## src/shared/mode_map_pkg.sv

```systemverilog
// constants for the mode control and resource map block
package mode_map_pkg;
    // register offsets inside the register block
    localparam logic [8:0] RAM_POS_OFS = 9'h010;
    localparam logic [8:0] REG_POS_OFS = 9'h011;
    localparam logic [8:0] EE_POS_OFS = 9'h012;
    localparam logic [8:0] MODE_OFS = 9'h01F;
    localparam logic [8:0] PORT_E_DATA_OFS = 9'h008;
    localparam logic [8:0] PORT_E_DIR_OFS = 9'h009;
    // mode register fields
    localparam int SPECIAL_MODE_FLAG_N_BIT = 7;
    localparam int MODE_SELECT_B_BIT = 6;
    localparam int MODE_SELECT_A_BIT = 5;
    localparam int E_STRETCH_ENABLE_BIT = 4;
    localparam int INTERNAL_VISIBILITY_BIT = 3;
    localparam int EXT_BUS_WAIT_STOP_BIT = 2;
    localparam int EME_BIT = 0;
    // position register fields
    localparam int POS_LSB = 3;
    localparam int MAP_IF_WAIT_STOP_BIT = 0;
    localparam int EE_POS_LSB = 4;
    localparam int EEON_BIT = 0;
    localparam logic [4:0] RAM_POS_RESET = 5'h01;
    localparam logic [4:0] REG_POS_RESET = 5'h00;
    localparam logic [3:0] EE_POS_RESET = 4'h0;
    localparam logic [3:0] EE_FIRST_PAGE = 4'hD;
    // modes as {special_mode_flag_n, mode_select_b, mode_select_a}
    localparam logic [2:0] MODE_SPECIAL_SINGLE = 3'h0;
    localparam logic [2:0] MODE_SPECIAL_NARROW = 3'h1;
    localparam logic [2:0] MODE_PERIPHERAL = 3'h2;
    localparam logic [2:0] MODE_SPECIAL_WIDE = 3'h3;
    localparam logic [2:0] MODE_NORMAL_NARROW = 3'h5;
    localparam logic [2:0] MODE_RESERVED = 3'h6;
    // time the external bus gets to finish before it stops in wait
    localparam int CLK_PERIOD_NS = 10;
    localparam int EXT_STOP_DELAY_NS = 80;
    localparam int EXT_STOP_CYCLES = (EXT_STOP_DELAY_NS + CLK_PERIOD_NS - 1) / CLK_PERIOD_NS;
endpackage

```

## src/logic/resource_decoder.sv

```systemverilog
// fixed-precedence decoder of the internal resources
`timescale 1ns/1ps
`default_nettype none
module resource_decoder
    import mode_map_pkg::*;
(
    input wire logic [15:0] addr_in,
    input wire logic debug_active_in,
    input wire logic serial_access_in,
    input wire logic [4:0] reg_pos_in,
    input wire logic [4:0] ram_pos_in,
    input wire logic [3:0] ee_pos_in,
    input wire logic ee_on_in,
    input wire logic flash_on_in,
    input wire logic flash_upper_in,
    input wire logic port_e_removed_in,
    output logic sel_debug_rom_out,
    output logic sel_debug_regs_out,
    output logic sel_regs_out,
    output logic sel_ram_out,
    output logic sel_eeprom_out,
    output logic sel_flash_out,
    output logic sel_external_out
);
    logic rom_hit;
    logic reg_hit;
    logic ram_hit;
    logic ee_hit;
    logic flash_hit;
    logic port_e_hit;

    // serial debug accesses still reach user memory under the debug rom
    assign rom_hit = debug_active_in && !serial_access_in && addr_in[15:8] == 8'hFF;
    assign port_e_hit = addr_in[8:0] == PORT_E_DATA_OFS || addr_in[8:0] == PORT_E_DIR_OFS;
    assign reg_hit = addr_in[15:11] == reg_pos_in && addr_in[10:9] == 2'h0
        && !(port_e_removed_in && port_e_hit);
    assign ram_hit = addr_in[15:11] == ram_pos_in && !addr_in[10];
    assign ee_hit = ee_on_in && addr_in[15:12] == ee_pos_in && addr_in[11:8] >= EE_FIRST_PAGE;
    assign flash_hit = flash_on_in && addr_in[15] == flash_upper_in;

    always_comb begin
        sel_debug_rom_out = rom_hit;
        sel_debug_regs_out = rom_hit && addr_in[7:0] <= 8'h06;
        sel_regs_out = !rom_hit && reg_hit;
        sel_ram_out = !rom_hit && !reg_hit && ram_hit;
        sel_eeprom_out = !rom_hit && !reg_hit && !ram_hit && ee_hit;
        sel_flash_out = !rom_hit && !reg_hit && !ram_hit && !ee_hit && flash_hit;
        sel_external_out = !(rom_hit || reg_hit || ram_hit || ee_hit || flash_hit);
    end
endmodule
`default_nettype wire

```

## src/logic/mode_map_control.sv

```systemverilog
// operating mode control, position registers and resource selection
//
// Implementation choice: the plain strobed port.
`timescale 1ns/1ps
`default_nettype none
module mode_map_control
    import mode_map_pkg::*;
(
    input wire logic clk_in,
    input wire logic reset_n_in,
    input wire logic background_pin_in,
    input wire logic mode_select_b_in,
    input wire logic mode_select_a_in,
    input wire logic [8:0] reg_addr_in,
    input wire logic [7:0] reg_wdata_in,
    input wire logic reg_write_in,
    input wire logic reg_read_in,
    output logic [7:0] reg_rdata_out,
    input wire logic wait_mode_in,
    input wire logic [15:0] cpu_addr_in,
    input wire logic cpu_idle_in,
    input wire logic ext_access_in,
    input wire logic int_access_in,
    input wire logic flash_on_in,
    input wire logic flash_upper_in,
    input wire logic debug_enable_cmd_in,
    input wire logic debug_activate_cmd_in,
    input wire logic enter_background_instruction_in,
    input wire logic debug_exit_in,
    input wire logic [15:0] dbg_addr_in,
    input wire logic dbg_req_in,
    input wire logic dbg_write_in,
    output logic dbg_grant_out,
    output logic dbg_write_ok_out,
    output logic debug_mode_out,
    output logic vectors_from_debug_out,
    output logic [2:0] mode_out,
    output logic e_clock_out,
    output logic e_stretch_out,
    output logic visibility_out,
    output logic wide_visible_format_out,
    output logic narrow_bus_out,
    output logic port_e_removed_out,
    output logic ext_bus_shutdown_out,
    output logic sel_debug_rom_out,
    output logic sel_debug_regs_out,
    output logic sel_regs_out,
    output logic sel_ram_out,
    output logic sel_eeprom_out,
    output logic sel_flash_out,
    output logic sel_external_out
);
    logic special_mode_flag_n_reg;
    logic mode_select_b_reg;
    logic mode_select_a_reg;
    logic e_stretch_enable_reg;
    logic internal_visibility_reg;
    logic ext_bus_wait_stop_reg;
    logic eme_reg;
    logic mode_written_reg;
    logic first_done_reg;
    logic [4:0] ram_pos_reg;
    logic [4:0] reg_pos_reg;
    logic map_if_wait_stop_reg;
    logic [3:0] ee_pos_reg;
    logic eeon_reg;
    logic ram_written_reg;
    logic reg_written_reg;
    logic ee_written_reg;
    logic debug_enable_reg;
    logic debug_active_reg;
    logic e_clock_reg;
    logic [7:0] stop_cnt_reg;
    logic ext_stop_reg;
    logic [7:0] rdata_reg;
    logic [2:0] pin_mode;
    logic [2:0] pin_mode_next;
    logic [2:0] mode;
    logic [2:0] mode_next;
    logic special;
    logic expanded;
    logic single_chip;
    logic peripheral;
    logic first_wr;
    logic bus_ok;
    logic wr;
    logic rd;
    logic mode_hit;
    logic ee_on;
    logic [15:0] dec_addr;

    assign pin_mode = {background_pin_in, mode_select_b_in, mode_select_a_in};
    // the reserved pin code comes up as peripheral mode
    assign pin_mode_next = pin_mode == MODE_RESERVED ? MODE_PERIPHERAL : pin_mode;
    assign mode = {special_mode_flag_n_reg, mode_select_b_reg, mode_select_a_reg};
    assign special = !special_mode_flag_n_reg;
    assign expanded = mode_select_a_reg;
    assign single_chip = !mode_select_b_reg && !mode_select_a_reg;
    assign peripheral = mode == MODE_PERIPHERAL;
    assign first_wr = special && !first_done_reg;
    // wait with the stop bit set freezes the whole register interface
    assign bus_ok = !(map_if_wait_stop_reg && wait_mode_in);
    assign wr = reg_write_in && bus_ok;
    assign rd = reg_read_in && bus_ok;
    assign mode_hit = reg_addr_in == MODE_OFS && !peripheral;
    assign mode_next = {first_wr || !special ? special_mode_flag_n_reg : reg_wdata_in[SPECIAL_MODE_FLAG_N_BIT],
        reg_wdata_in[MODE_SELECT_B_BIT], reg_wdata_in[MODE_SELECT_A_BIT]};

    // mode register; reset is synchronous so the pins load while it is held
    always_ff @(posedge clk_in) begin
        if (!reset_n_in) begin
            {special_mode_flag_n_reg, mode_select_b_reg, mode_select_a_reg} <= pin_mode_next;
            e_stretch_enable_reg <= 1'b1;
            internal_visibility_reg <= !pin_mode_next[2];
            eme_reg <= !pin_mode_next[2];
            ext_bus_wait_stop_reg <= 1'b0;
            mode_written_reg <= 1'b0;
            first_done_reg <= 1'b0;
        end else if (wr && mode_hit) begin
            mode_written_reg <= 1'b1;
            first_done_reg <= 1'b1;
            ext_bus_wait_stop_reg <= reg_wdata_in[EXT_BUS_WAIT_STOP_BIT];
            if (special && !first_wr) begin
                special_mode_flag_n_reg <= reg_wdata_in[SPECIAL_MODE_FLAG_N_BIT];
            end
            if ((special || !mode_written_reg) && mode_next != MODE_PERIPHERAL
                && mode_next != MODE_RESERVED) begin
                mode_select_b_reg <= mode_next[1];
                mode_select_a_reg <= mode_next[0];
            end
            if (special || !mode_written_reg) begin
                e_stretch_enable_reg <= reg_wdata_in[E_STRETCH_ENABLE_BIT];
            end
            if (special ? !first_wr : !mode_written_reg) begin
                internal_visibility_reg <= reg_wdata_in[INTERNAL_VISIBILITY_BIT];
                eme_reg <= reg_wdata_in[EME_BIT];
            end
        end
    end

    // position registers; a write shows in the decode from the next cycle
    always_ff @(posedge clk_in) begin
        if (!reset_n_in) begin
            ram_pos_reg <= RAM_POS_RESET;
            reg_pos_reg <= REG_POS_RESET;
            map_if_wait_stop_reg <= 1'b0;
            ee_pos_reg <= EE_POS_RESET;
            eeon_reg <= 1'b1;
            ram_written_reg <= 1'b0;
            reg_written_reg <= 1'b0;
            ee_written_reg <= 1'b0;
        end else if (wr) begin
            if (reg_addr_in == RAM_POS_OFS && (special || !ram_written_reg)) begin
                ram_pos_reg <= reg_wdata_in[POS_LSB +: 5];
                ram_written_reg <= 1'b1;
            end
            if (reg_addr_in == REG_POS_OFS && (special || !reg_written_reg)) begin
                reg_pos_reg <= reg_wdata_in[POS_LSB +: 5];
                map_if_wait_stop_reg <= reg_wdata_in[MAP_IF_WAIT_STOP_BIT];
                reg_written_reg <= 1'b1;
            end
            if (reg_addr_in == EE_POS_OFS && (special || !ee_written_reg)) begin
                ee_pos_reg <= reg_wdata_in[EE_POS_LSB +: 4];
                ee_written_reg <= 1'b1;
            end
            if (reg_addr_in == EE_POS_OFS) begin
                eeon_reg <= reg_wdata_in[EEON_BIT];
            end
        end
    end

    // debug enable and activation; special single-chip comes up active
    always_ff @(posedge clk_in) begin
        if (!reset_n_in) begin
            debug_enable_reg <= pin_mode_next == MODE_SPECIAL_SINGLE;
            debug_active_reg <= pin_mode_next == MODE_SPECIAL_SINGLE;
        end else begin
            if (debug_enable_cmd_in) begin
                debug_enable_reg <= 1'b1;
            end
            // activation wins over an exit in the same cycle
            if ((debug_activate_cmd_in || enter_background_instruction_in)
                && debug_enable_reg) begin
                debug_active_reg <= 1'b1;
            end else if (debug_exit_in) begin
                debug_active_reg <= 1'b0;
            end
        end
    end

    // E clock: free toggle, or held during stretched accesses
    always_ff @(posedge clk_in) begin
        if (!reset_n_in) begin
            e_clock_reg <= 1'b0;
        end else if (e_stretch_out && ext_access_in) begin
            e_clock_reg <= 1'b1;
        end else if (e_stretch_out && int_access_in && !visibility_out) begin
            e_clock_reg <= 1'b0;
        end else begin
            e_clock_reg <= !e_clock_reg;
        end
    end

    // external bus stop in wait, delayed so the last cycle can finish
    always_ff @(posedge clk_in) begin
        if (!reset_n_in || !(ext_bus_wait_stop_reg && wait_mode_in)) begin
            stop_cnt_reg <= 8'h00;
            ext_stop_reg <= 1'b0;
        end else if (stop_cnt_reg == 8'(EXT_STOP_CYCLES - 1)) begin
            ext_stop_reg <= 1'b1;
        end else begin
            stop_cnt_reg <= stop_cnt_reg + 8'h01;
        end
    end

    // read data stand in the cycle after the read strobe only
    always_ff @(posedge clk_in) begin
        if (!reset_n_in || !rd) begin
            rdata_reg <= 8'h00;
        end else if (mode_hit) begin
            rdata_reg <= {special_mode_flag_n_reg, mode_select_b_reg, mode_select_a_reg, e_stretch_out, internal_visibility_reg,
                ext_bus_wait_stop_reg, 1'b0, eme_reg};
        end else if (reg_addr_in == RAM_POS_OFS) begin
            rdata_reg <= {ram_pos_reg, 3'h0};
        end else if (reg_addr_in == REG_POS_OFS) begin
            rdata_reg <= {reg_pos_reg, 2'h0, map_if_wait_stop_reg};
        end else if (reg_addr_in == EE_POS_OFS) begin
            rdata_reg <= {ee_pos_reg, 3'h0, ee_on};
        end else begin
            rdata_reg <= 8'h00;
        end
    end

    assign reg_rdata_out = rdata_reg;
    assign ee_on = eeon_reg || single_chip;
    assign mode_out = mode;
    assign e_stretch_out = e_stretch_enable_reg || expanded;
    assign e_clock_out = e_clock_reg;
    // normal narrow mode ignores the visibility bit
    assign visibility_out = internal_visibility_reg && expanded && mode != MODE_NORMAL_NARROW;
    assign wide_visible_format_out = visibility_out && mode == MODE_SPECIAL_NARROW;
    assign narrow_bus_out = expanded && !mode_select_b_reg;
    assign port_e_removed_out = eme_reg && expanded;
    assign ext_bus_shutdown_out = ext_stop_reg;
    assign debug_mode_out = debug_active_reg;
    assign vectors_from_debug_out = debug_active_reg;
    // debug accesses only take cycles the cpu leaves idle
    assign dbg_grant_out = dbg_req_in && cpu_idle_in;
    assign dec_addr = dbg_grant_out ? dbg_addr_in : cpu_addr_in;
    assign dbg_write_ok_out = dbg_grant_out && dbg_write_in && (sel_regs_out || sel_ram_out);

    resource_decoder u_decoder (
        .addr_in(dec_addr),
        .debug_active_in(debug_active_reg),
        .serial_access_in(dbg_grant_out),
        .reg_pos_in(reg_pos_reg),
        .ram_pos_in(ram_pos_reg),
        .ee_pos_in(ee_pos_reg),
        .ee_on_in(ee_on),
        .flash_on_in(flash_on_in),
        .flash_upper_in(flash_upper_in),
        .port_e_removed_in(port_e_removed_out),
        .sel_debug_rom_out(sel_debug_rom_out),
        .sel_debug_regs_out(sel_debug_regs_out),
        .sel_regs_out(sel_regs_out),
        .sel_ram_out(sel_ram_out),
        .sel_eeprom_out(sel_eeprom_out),
        .sel_flash_out(sel_flash_out),
        .sel_external_out(sel_external_out)
    );
endmodule
`default_nettype wire

```

## config.mk

```make
export PLATFORM = sky130hd
export DESIGN_NAME = mode_map_control
export DESIGN_NICKNAME = d
export VERILOG_FILES = /design/src/shared/mode_map_pkg.sv /design/src/logic/resource_decoder.sv /design/src/logic/mode_map_control.sv
export SDC_FILE = /design/constraint.sdc
export NUM_CORES = 1
export LEC_CHECK = 0
export ABC_AREA = 1
export BUFFER_PORTS_ARGS = -buffer_cell sky130_fd_sc_hd__buf_2
export CAP_MARGIN = 10
export CORE_ASPECT_RATIO = 1.4
export CORE_MARGIN = 3
export CORE_UTILIZATION = 46
export DETAILED_ROUTE_END_ITERATION = 8
export GPL_TIMING_DRIVEN = 0
export PLACE_DENSITY = 0.74
export SYNTH_ARGS = -nofsm -noshare
export SYNTH_HDL_FRONTEND = slang
export SYNTH_SLANG_ARGS = --single-unit
```

## constraint.sdc

```tcl
create_clock -name clk_in -period 1.5 [get_ports clk_in]
set_input_delay 0.075 -clock clk_in [delete_from_list [all_inputs] [get_ports clk_in]]
set_output_delay 0.075 -clock clk_in [all_outputs]
set_load 0.01 [all_outputs]
```

==> results of run 1 <==
## stage by stage
stage / std cells / TNS (ps) / hold slack [ps]
2_1_floorplan: 451 / 0 / 188.2
3_3_place_gp: 615 / -2491 / 309.3
3_5_place_dp: 615 / -2562 / 310.4
4_1_cts: 635 / -791.5 / 17.76
5_1_grt: 637 / -1918 / 27.53
6_report: 637 / -835.2 / 19.46
## cells in the mapped netlist, types with 3 or more instances
| cell | number |
|---|---|
| a21oi_1 | 20 |
| buf_4 | 5 |
| buf_6 | 5 |
| clkbuf_1 | 3 |
| dfxtp_1 | 39 |
| edfxtp_1 | 7 |
| ha_1 | 3 |
| inv_1 | 64 |
| inv_2 | 3 |
| nand2_1 | 93 |
| nand2_2 | 6 |
| nand3_1 | 60 |
| nand4_1 | 5 |
| nor2_1 | 68 |
| nor2_4 | 3 |
| nor3_1 | 4 |
| nor3_2 | 3 |
| o211ai_1 | 5 |
| o21ai_0 | 26 |
| o21ai_1 | 3 |
| xor2_1 | 4 |
## metal layers
layer	routed length, µm	share of wire	vias up
met5	0	0	-
met4	255	0.030	0
met3	626	0.075	24
met2	4492	0.54	131
met1	3008	0.36	1466
li1	-	-	1674
## worst max-delay path, stage by stage (launching register included)
cell	delay, ps
edfxtp_1	470
o21bai_2	190
nand3_1	90
nor2_1	90
nand3_1	130
nand4_1	150
nor2_1	50
buf_2	140
## cell families after synthesis
family,Yosys count
adder cells (fa/ha/maj),3
other,1
XOR/XNOR,4
AND/OR/NAND/NOR,254
flip-flops,46
buffers and inverters,83
AO/OA/AOI/OAI,60
## path summary, 6_finish.rpt
path                     startpoint          endpoint  cells past startpoint
hold reg to reg     ram_written_reg   ram_written_reg                      2
hold / removal        ext_access_in       e_clock_out                      3
setup reg to reg  mode_select_b_reg          expanded                      6
setup / recovery           expanded  sel_external_out                      7
## layout make-up
class | count | share of cell area
Clock buffer | 6 | 0.02162
Inverter | 69 | 0.06813
Tap cell | 72 | 0.02358
Clock inverter | 2 | 0.002948
Buffer | 14 | 0.03177
Sequential cell | 46 | 0.2607
Antenna cell | 1 | 0.0006551
Multi-Input combinational cell | 322 | 0.4386
Timing Repair Buffer | 105 | 0.1520
## report_power, final
| part | leakage, nW | switching, mW | internal, mW |
|---|---|---|---|
| sequential | 0.386 | 0.0179 | 1.28 |
| clock | 0.0515 | 0.415 | 0.372 |
| combinational | 1.48 | 0.302 | 0.226 |
| total | 1.92 | 0.734 | 1.87 |
## timing repair
action                                  4_1_cts  5_1_grt
endpoints found under the hold margin         1        0
hold buffers                                  1        0
pin swaps                                    11        6
gates resized for setup                      21       17
setup buffers                                11        2
endpoints found under the setup margin       20       24
==> summary.md, run 1 <==
| Metric | Value |
|---|---|
| Status | finished with violations |
| Violated checks | negative setup slack |
| PD cells | 682.9 nW/µm² |
| Clock Path Buffers | 2 |
| CP endpoint kind | output pin |
| Clk_skew | 7.229 ps |
| Worst Path Max Fanout | 3 |
| CP required | 1420 ps |
| Post-synthesis cell area | 2962 µm² |
| Complex-gate fraction of the synthesized area | 0.1111 |
| Most common cell after layout, fill and taps aside | buf_2 |
| Core area | 6211 µm² |
| Final number of setup-violating endpoints | 11 |
| Initial cell density of the core | 0.4768 |
| Die W | 73.82 µm |
| Setup crit start kind | flip-flop |
| Max_cap viols | 0 |
| Total gr overflow | 0 |
| Global-route wire length before repair | 13370 µm |
| Measured slew at the worst slew-check pin | 551.5 ps |
| Global-route track usage on met2 | 0.4255 |
| Most Used Layer, Global Route | met2 |
| Layout area overhead | 28.98% |
| All-Layer GR Usage | 0.2286 |
| Yosys warning total | 0 |
| Post-Synth Simple-Gate Area | 0.4035 |
| Worst EP arrival | 1590 ps |
| Largest register FFs | 8 |
| Routability congestion estimate | 0.9268 |
| Register area | 996.0 µm² |
| DP Worst Slack | -286.1 ps |
| RSZ-0062 raised after global routing | yes |
| Total CTS buffers | 5 |
| Largest family of logic cells by synthesized area | simple AND/OR/NAND/NOR gates |
| Type of the most critical hold path | primary input to flip-flop |
| Via density per instance | 5.173 |
| Gate Count Post-Synth | 451 |
| Post-synthesis sequential area ratio | 0.3346 |
| Commonest non-fill, non-tap cells in the layout | buf_2, nand2_1, nor2_1, inv_1, nand3_1 |
| Post-Syn Area per Cell | 6.567 µm² |
| Fin nets | 634 |
| Vias in the first global route | 3044 |
| Post-synthesis adder-cell area fraction | 0.01267 |
| Root Driver | clkbuf_8 |
| Row Count | 34 |
| Mux share of post-synthesis cell area | 0 |
| Fmax achieved | 599.9 MHz |
| Share of layout cells above drive strength 1 | 0.3121 |
| Async S/R FF share, synth | 0 |
| Clock transition at the registers of the reported paths | 90 ps |
| DP HPWL | 6500 µm |
| WS Path Type | flip-flop to output pin |
| Fin crit period | 1667 ps |
| Post-Synth XOR/XNOR Area | 0.01183 |
| Top cell type's share of synthesized area | 0.2636 |
| Maximum VDD drop | 0.8316 mV |
| Area of the multi-input gates | 1675 µm² |
| Routed via count | 3295 |
| LEAKAGE | 1.919 nW |
| Global Route met1 Usage | 0.2451 |
| Final ANT Viol Nets | 0 |
| First-pass DRT Iterations | 6 |
| H-tree Lvls | 2 |
| Post-Place Cell Area | 3516 µm² |
| Die Y | 100.9 µm |
| Final hold viol count | 0 |
| Met3 Use GR | 0.03892 |
| Final Instance Area | 3820 µm² |
| Die area | 7451 µm² |
| Slew Limit Fails | 0 |
| EDFF count, synth | 7 |
| Initial drt markers | 125 |
| Post-layout util | 0.6150 |
| CTS Sinks | 46 |
| Worst-skew pair later-pin latency | 300 ps |
| TritonCTS clock tree | done |
| Io pins | 97 |
| Slew headroom | 0.6323 |
| Buffers on Ports | 92 |
| Flops & latches, synth | 46 |
| Predominant post-synthesis flop cell | dfxtp_1 |
| DRT Wirelength | 8382 µm |
| Largest net degree at the start of global routing | 15 |
| Unique masters post-synth | 38 |
| Post-synth top area cell | dfxtp_1 |
| Reg2reg setup slack | -40 ps |
| PnR worst setup slack | -166.8 ps |
| Final Total Pwr | 2.609 mW |
| Synth top area cells | dfxtp_1, nand2_1, nand3_1 |
| Final worst-path cycle share | 1.111 |
| # DRC | 0 |
| Synth Net Count | 522 |
| Fill cells | 594 |
| Initial antenna violation count | 1 |
| Avg WL per Cell | 13.16 µm |
No activity file was read; power rests on OpenSTA's default activity.
==> run 2: changes to the inputs <==
--- a/config.mk
+++ b/config.mk
@@ -5,15 +5,14 @@
 export SDC_FILE = /design/constraint.sdc
 export NUM_CORES = 1
 export LEC_CHECK = 0
-export ABC_AREA = 1
 export BUFFER_PORTS_ARGS = -buffer_cell sky130_fd_sc_hd__buf_2
 export CAP_MARGIN = 10
 export CORE_ASPECT_RATIO = 1.4
 export CORE_MARGIN = 3
-export CORE_UTILIZATION = 46
+export CORE_UTILIZATION = 45
 export DETAILED_ROUTE_END_ITERATION = 8
 export GPL_TIMING_DRIVEN = 0
-export PLACE_DENSITY = 0.74
+export PLACE_DENSITY = 0.73
 export SYNTH_ARGS = -nofsm -noshare
 export SYNTH_HDL_FRONTEND = slang
 export SYNTH_SLANG_ARGS = --single-unit
==> run 2 against run 1 <==
  * The flow still finishes with violations (negative setup slack)
  * Critical path depth unchanged
  * Maximum frequency decreased by 21%
  * Core utilization increased by 9.5 points
  * Power decreased by 1.8%
  * Count of clock-buffer cells in the layout decreased by 1
  * Hold slack got worse by 9.5 ps
  * Synthesized cell count decreased by 30%
  * Flip-flop and latch count unchanged
  * Die area decreased by 6.9%
  * Cell count decreased by 19%
  * Global-route usage decreased by 0.34 points
  * Sequential power about the same
==> summary.md, run 2 <==
| Metric | Value |
|---|---|
| Status | finished with violations |
| Violated checks | negative setup slack |
| Buffers on Ports | 93 (+1.1%) |
| Initial cell density of the core | 0.4754 (-0.001434) |
| Maximum VDD drop | 0.7033 mV (-15%) |
| Hold Path Cell Cnt | 3 (unchanged) |
| Core area | 5645 µm² (-9.1%) |
| CTS Hold Bufs | 0 (-1) |
| Gate Count Post-Synth | 314 (-30%) |
| Die Y | 97.38 µm (-3.5%) |
| DP Worst Slack | -734.6 ps (-448.4 ps) |
| RSZ-0062 raised after global routing | yes |
| Register area | 1005 µm² (+0.88%) |
| Yosys warning total | 0 (unchanged) |
| LEAKAGE | 1.704 nW (-11%) |
| Largest register FFs | 8 (unchanged) |
| All-Layer GR Usage | 0.2252 (-0.003435) |
| Via density per instance | 5.474 (+5.8%) |
| Post-synthesis sequential area ratio | 0.3692 (+0.03463) |
| Predominant post-synthesis flop cell | dfxtp_1 |
| R2R cell count | 9 (+3) |
| Vias in the first global route | 2834 (-6.9%) |
| Post-Syn Area per Cell | 8.547 µm² (+30%) |
| Share of layout cells above drive strength 1 | 0.5056 (+0.1936) |
| Final Total Pwr | 2.561 mW (-1.8%) |
| Total CTS buffers | 5 (unchanged) |
| H-tree Lvls | 2 (unchanged) |
| Slew headroom | 0.6265 (-0.005828) |
| Flops & latches, synth | 46 (unchanged) |
| Unique masters post-synth | 60 (+58%) |
| PnR worst setup slack | -599.0 ps (-432.2 ps) |
| Clock transition at the registers of the reported paths | 90 ps (about the same) |
| CP endpoint kind | output pin |
| Setup crit start kind | flip-flop |
| Routed via count | 2808 (-15%) |
| Crit path max-delay family | simple AND/OR/NAND/NOR gates |
| Final worst-path cycle share | 1.399 (+0.2881) |
| Die W | 71.27 µm (-3.4%) |
| TritonCTS clock tree | done |
| Top cell type's share of synthesized area | 0.2909 (+0.02728) |
| Final ANT Viol Nets | 0 (unchanged) |
| Worst EP arrival | 2020 ps (+430 ps) |
| Fmax achieved | 476.4 MHz (-21%) |
| Fin nets | 515 (-19%) |
| Row Count | 32 (-5.9%) |
| Commonest non-fill, non-tap cells in the layout | buf_2, dfxtp_1, nor2_1, buf_4, nand2_1 |
| Most frequent cell after synthesis | dfxtp_1 |
| CP bufs+invs | 1 (unchanged) |
| Post-synth top cells | dfxtp_1, nor2_1, nand2_1 |
| Critical Path, Cell by Cell | nand2_2 -> or4_1 -> o211a_1 -> nand4_4 -> nand2_4 -> nor4b_4 -> buf_2 |
| Initial drt markers | 189 (+51%) |
| Post-synth top area cell | dfxtp_1 |
| Clock Path Buffers | 2 (unchanged) |
| Largest stage delay, worst path | 440 ps (-30 ps) |
| Io pins | 97 (unchanged) |
| DRT Wirelength | 8192 µm (-2.3%) |
| Initial antenna violation count | 0 (-1) |
| Layout area overhead | 49.37% |
| Routability congestion estimate | 0.8739 (-5.7%) |
| Measured slew at the worst slew-check pin | 560.2 ps (+8.741 ps) |
| Worst Path Max Fanout | 3 (unchanged) |
| Total gr overflow | 0 (unchanged) |
| Area of the multi-input gates | 1889 µm² (+13%) |
| Finished Layout Cells | 513 (-19%) |
| Type of the most critical hold path | primary input to flip-flop |
| CP required | 1420 ps (about the same) |
| Final hold viol count | 0 (unchanged) |
| Final number of setup-violating endpoints | 27 (+16) |
| Max_cap viols | 0 (unchanged) |
| CTS Sinks | 46 (unchanged) |
| Placed insts | 475 (-23%) |
| Global-route wire length before repair | 12650 µm (-5.4%) |
| EDFF count, synth | 7 (unchanged) |
| # DRC | 0 (unchanged) |
| Stages on worst setup path | 7 (unchanged) |
| WS Path Type | flip-flop to output pin |
| Post-synthesis cell area | 2684 µm² (-9.4%) |
| PD cells | 638.8 nW/µm² (-6.5%) |
| First-pass DRT Iterations | 4 (-2) |
| Most common cell after layout, fill and taps aside | buf_2 |
| Largest net degree at the start of global routing | 16 (+1) |
| Avg WL per Cell | 15.97 µm (+21%) |
| Root Driver | clkbuf_8 |
| Fill cells | 449 (-24%) |
| # diodes | 0 (-1) |
| DP HPWL | 5845 µm (-10%) |
| Clk_skew | 8.941 ps (+1.712 ps) |
| Slew Limit Fails | 0 (unchanged) |
| Synth top area cells | dfxtp_1, edfxtp_1, mux2i_1 |
| Worst-skew pair later-pin latency | 300 ps (about the same) |
| Fin crit period | 2099 ps (+432.2 ps) |
| Synth Net Count | 385 (-26%) |
| Async S/R FF share, synth | 0 (unchanged) |
| CP max stage cell | edfxtp_1 |
| Die area | 6940 µm² (-6.9%) |
run 2: cell count changes in the layout (fill, tap and decap cells not counted), moves of 5 or more:
| cell | before | now |
|---|---|---|
| mux2i_1 | 0 | 13 |
| nand2_1 | 89 | 20 |
| nand3_1 | 56 | 14 |
| inv_1 | 58 | 16 |
| xnor2_1 | 0 | 8 |
| buf_6 | 9 | 14 |
| o21ai_0 | 23 | 9 |
| buf_4 | 15 | 29 |
| xor2_1 | 4 | 9 |
| inv_2 | 9 | 3 |
| nor2_1 | 64 | 30 |
| a21oi_1 | 18 | 6 |
| a22oi_2 | 0 | 6 |
run 2: worst paths after layout:
path                        start                    end  slack, ps
hold reg to reg   ram_written_reg        ram_written_reg        480
setup / recovery          eme_reg       sel_external_out       -600
setup reg to reg         expanded               expanded       -310
hold / removal    reg_wdata_in[2]  ext_bus_wait_stop_reg         10
run 2: through the flow:
stage	hold slack [ps]	area (µm²)	TNS (ps)	util
finish	9.932	4009	-5757	0.7101
global route	30.71	4009	-8410	0.7101
CTS	3.740	3771	-5012	0.6680
detailed placement	317.9	3367	-15280	0.5964
global placement	303.3	3367	-13570	0.5964
floorplan	199.2	2816	-4020	-
run 2: timing repair:
item,CTS,global route
resized for setup,35,43
setup buffers,20,9
endpoints found under the setup margin,36,51
pin swaps,21,27
cloned,2,0
run 2: final cells by class:
type                    instances  share of cell area
clock buffers                   5             0.01717
plain buffers                  14             0.02310
clock inverters                 3            0.005306
flip-flops and latches         46              0.2506
well taps                      68             0.02122
inverters                      21             0.02341
multi-input cells             234              0.4713
repair buffers                122              0.1879
run 2: per-layer routing:
metal  part of all wire  global-route usage  vias up
li1                   -                   -     1377
met1               0.36              0.2327     1309
met2               0.56              0.4193      101
met3              0.054             0.04037       21
met4              0.031              0.1114        0
met5                  0                   0        -
run 2: worst reg2reg max path: stages, from the launching register on:
cell	delay, ps
edfxtp_1	410
buf_4	130
buf_6	80
buf_8	110
nor3b_4	50
nor4_4	220
nand3_2	190
nor2_4	150
o21ai_1	80
nand2_1	100
run 2: where the power goes:
group | switching, mW | internal [mW]
registers | 0.0233 | 1.27
clock network | 0.438 | 0.328
logic | 0.261 | 0.238
total | 0.723 | 1.84
run 2: cells by family after synthesis:
kind of cell	after synthesis	share of synthesized area
flip-flops	46	0.3692
other	1	0.001397
multiplexers	16	0.06014
buffers and inverters	35	0.06153
AND/OR/NAND/NOR	140	0.3002
AO/OA/AOI/OAI	55	0.1347
XOR/XNOR	18	0.05874
adder cells (fa/ha/maj)	3	0.01399
==> run 3: changes to the inputs <==
==> constraint.sdc (replaced) <==
create_clock -name clk_in -period 1.5 [get_ports clk_in]
set_input_delay 0.225 -clock clk_in [delete_from_list [all_inputs] [get_ports clk_in]]
set_output_delay 0.225 -clock clk_in [all_outputs]
set_load 0.01 [all_outputs]
==> run 3 against run 2 <==
  * Critical endpoint unchanged
  * Critical path depth grew 1
  * Clock power rose by 8.1%
  * The run still ends with negative setup slack left
  * Highest routed layer unchanged
  * Core utilization rose by 0.75 points
==> summary.md, run 3 (same netlist as run 2, synthesis figures left out) <==
| Metric | Value |
|---|---|
| Status | finished with violations |
| Violated checks | negative setup slack |
| Final hold viol count | 0 (unchanged) |
| # DRC | 0 (unchanged) |
| Post-Place Cell Area | 3353 µm² (-0.41%) |
| Clock transition at the registers of the reported paths | 100 ps (about the same) |
| DP HPWL | 5834 µm (-0.20%) |
| # diodes | 0 (unchanged) |
| Final Instance Area | 4051 µm² (+1.1%) |
| Measured slew at the worst slew-check pin | 656.0 ps (+95.80 ps) |
| Io pins | 97 (unchanged) |
| WS Path Type | primary input to output pin |
| Clock Path Buffers | 2 (unchanged) |
| LEAKAGE | 1.754 nW (+2.9%) |
| Routed via count | 2864 (+2.0%) |
| Avg WL per Cell | 16.95 µm (+6.1%) |
| Layout area overhead | 50.96% |
| Worst-skew pair later-pin latency | 310 ps (about the same) |
| Global-route wire length before repair | 13150 µm (+3.9%) |
| Vias in the first global route | 2816 (-0.64%) |
| PnR worst setup slack | -839.0 ps (-240.0 ps) |
| Slew headroom | 0.5626 (-0.06387) |
| PD cells | 651.7 nW/µm² (+2.0%) |
| TritonCTS clock tree | done |
| Type of the most critical hold path | primary input to flip-flop |
| Die W | 71.27 µm (unchanged) |
| DRT Wirelength | 8745 µm (+6.8%) |
| Register area | 1003 µm² (-0.12%) |
| Placed insts | 475 (unchanged) |
| H-tree Lvls | 2 (unchanged) |
| Most common cell after layout, fill and taps aside | buf_2 |
| Die area | 6940 µm² (unchanged) |
| All-Layer GR Usage | 0.2366 (+0.01142) |
| Finished Layout Cells | 516 (+0.58%) |
| Initial antenna violation count | 0 (unchanged) |
| Slew Limit Fails | 0 (unchanged) |
| CP required | 1270 ps (-150 ps) |
| Buffers on Ports | 93 (unchanged) |
| RSZ-0062 raised after global routing | yes |
| Largest register FFs | 8 (unchanged) |
| CTS Sinks | 46 (unchanged) |
| Clk_skew | 10.06 ps (+1.115 ps) |
| Fin crit period | 2339 ps (+240.0 ps) |
| DP Worst Slack | -880.9 ps (-146.3 ps) |
| Initial cell density of the core | 0.4754 (unchanged) |
| Worst EP arrival | 2110 ps (+90 ps) |
| Initial drt markers | 172 (-9.0%) |
| Final worst-path cycle share | 1.559 (+0.1600) |
| Final number of setup-violating endpoints | 44 (+63%) |
| CP endpoint kind | output pin |
| Share of layout cells above drive strength 1 | 0.5089 (+0.003311) |
| Maximum VDD drop | 0.6486 mV (-7.8%) |
| Fin nets | 518 (+0.58%) |
| Via density per instance | 5.550 (+1.4%) |
| Fmax achieved | 427.5 MHz (-10%) |
| Root Driver | clkbuf_8 |
| Max_cap viols | 0 (unchanged) |
| Setup crit start kind | primary input |
| Total gr overflow | 0 (unchanged) |
| First-pass DRT Iterations | 4 (unchanged) |
| Final ANT Viol Nets | 0 (unchanged) |
| Core area | 5645 µm² (unchanged) |
| Final Total Pwr | 2.640 mW (+3.1%) |
| Commonest non-fill, non-tap cells in the layout | buf_2, dfxtp_1, nor2_1, buf_4 |
| Routability congestion estimate | 0.8516 (-2.6%) |
| Worst Path Max Fanout | 3 (unchanged) |
| Post-layout util | 0.7176 (+0.007536) |
| Largest net degree at the start of global routing | 18 (+2) |
| Die Y | 97.38 µm (unchanged) |
| Total CTS buffers | 5 (unchanged) |
| Area of the multi-input gates | 1886 µm² (-0.20%) |
| Fill cells | 425 (-5.3%) |
| Row Count | 32 (unchanged) |
-- run 3: changes by cell type in the layout (fill, tap and decap cells not counted), sizes merged --
cell,before,now
clkinv,3,1
clkinvlp,1,0
inv,20,23
buf,132,135
-- run 3: report_power, final --
group / internal (mW) / total, mW / switching, mW
Clock: 0.347 / 0.828 / 0.481
Sequential: 1.27 / 1.30 / 0.0245
Combinational: 0.247 / 0.516 / 0.269
-- run 3: layout make-up --
cell class                 instances  area share
buffer                            14     0.02440
multi-input combinational        234      0.4654
tap                               68     0.02100
timing repair buffer             125      0.1955
clock inverter                     3    0.006485
sequential                        46      0.2477
clock buffer                       5     0.01699
inverter                          21     0.02254
-- run 3: what timing repair did --
item / 4_1_cts / 5_1_grt
hold buffers: 0 / 0
gates resized for setup: 22 / 68
pin swaps: 15 / 29
setup endpoints to repair: 45 / 51
buffers inserted: 21 / 11
cloned: 2 / 0
-- run 3: routing by layer --
layer | vias to the layer above | share of wire | track usage
met3 | 24 | 0.059 | 0.05176
met4 | 0 | 0.033 | 0.1100
met1 | 1360 | 0.38 | 0.2650
li1 | 1380 | - | -
met2 | 100 | 0.53 | 0.4150
met5 | - | 0 | 0
-- run 3: worst max-delay path, cell delays in order --
cell and delay [ps]:
buf_2 100, or4_4 550, or4_4 500, o211a_1 180
nand4_4 120, nand2_4 80, nor4b_4 190, buf_2 160
-- run 3: path summary, 6_finish.rpt --
check | slack (ps) | endpoint | depth (start not counted) | from
setup / recovery | -840 | sel_external_out | 8 | cpu_addr_in[4]
hold / removal | 140 | ext_bus_wait_stop_reg | 3 | reg_wdata_in[2]
setup reg to reg | -260 | expanded | 8 | expanded
hold reg to reg | 480 | ee_pos_reg[1] | 2 | ee_pos_reg[1]
-- run 3: per-stage QoR --
stage	hold WS, ps	setup TNS, ps
after detailed placement	456.5	-22850
final	135.1	-9333
after CTS	132.0	-8145
after global placement	448.3	-21400
after global routing	150.3	-11920
after floorplan	349.2	-9645
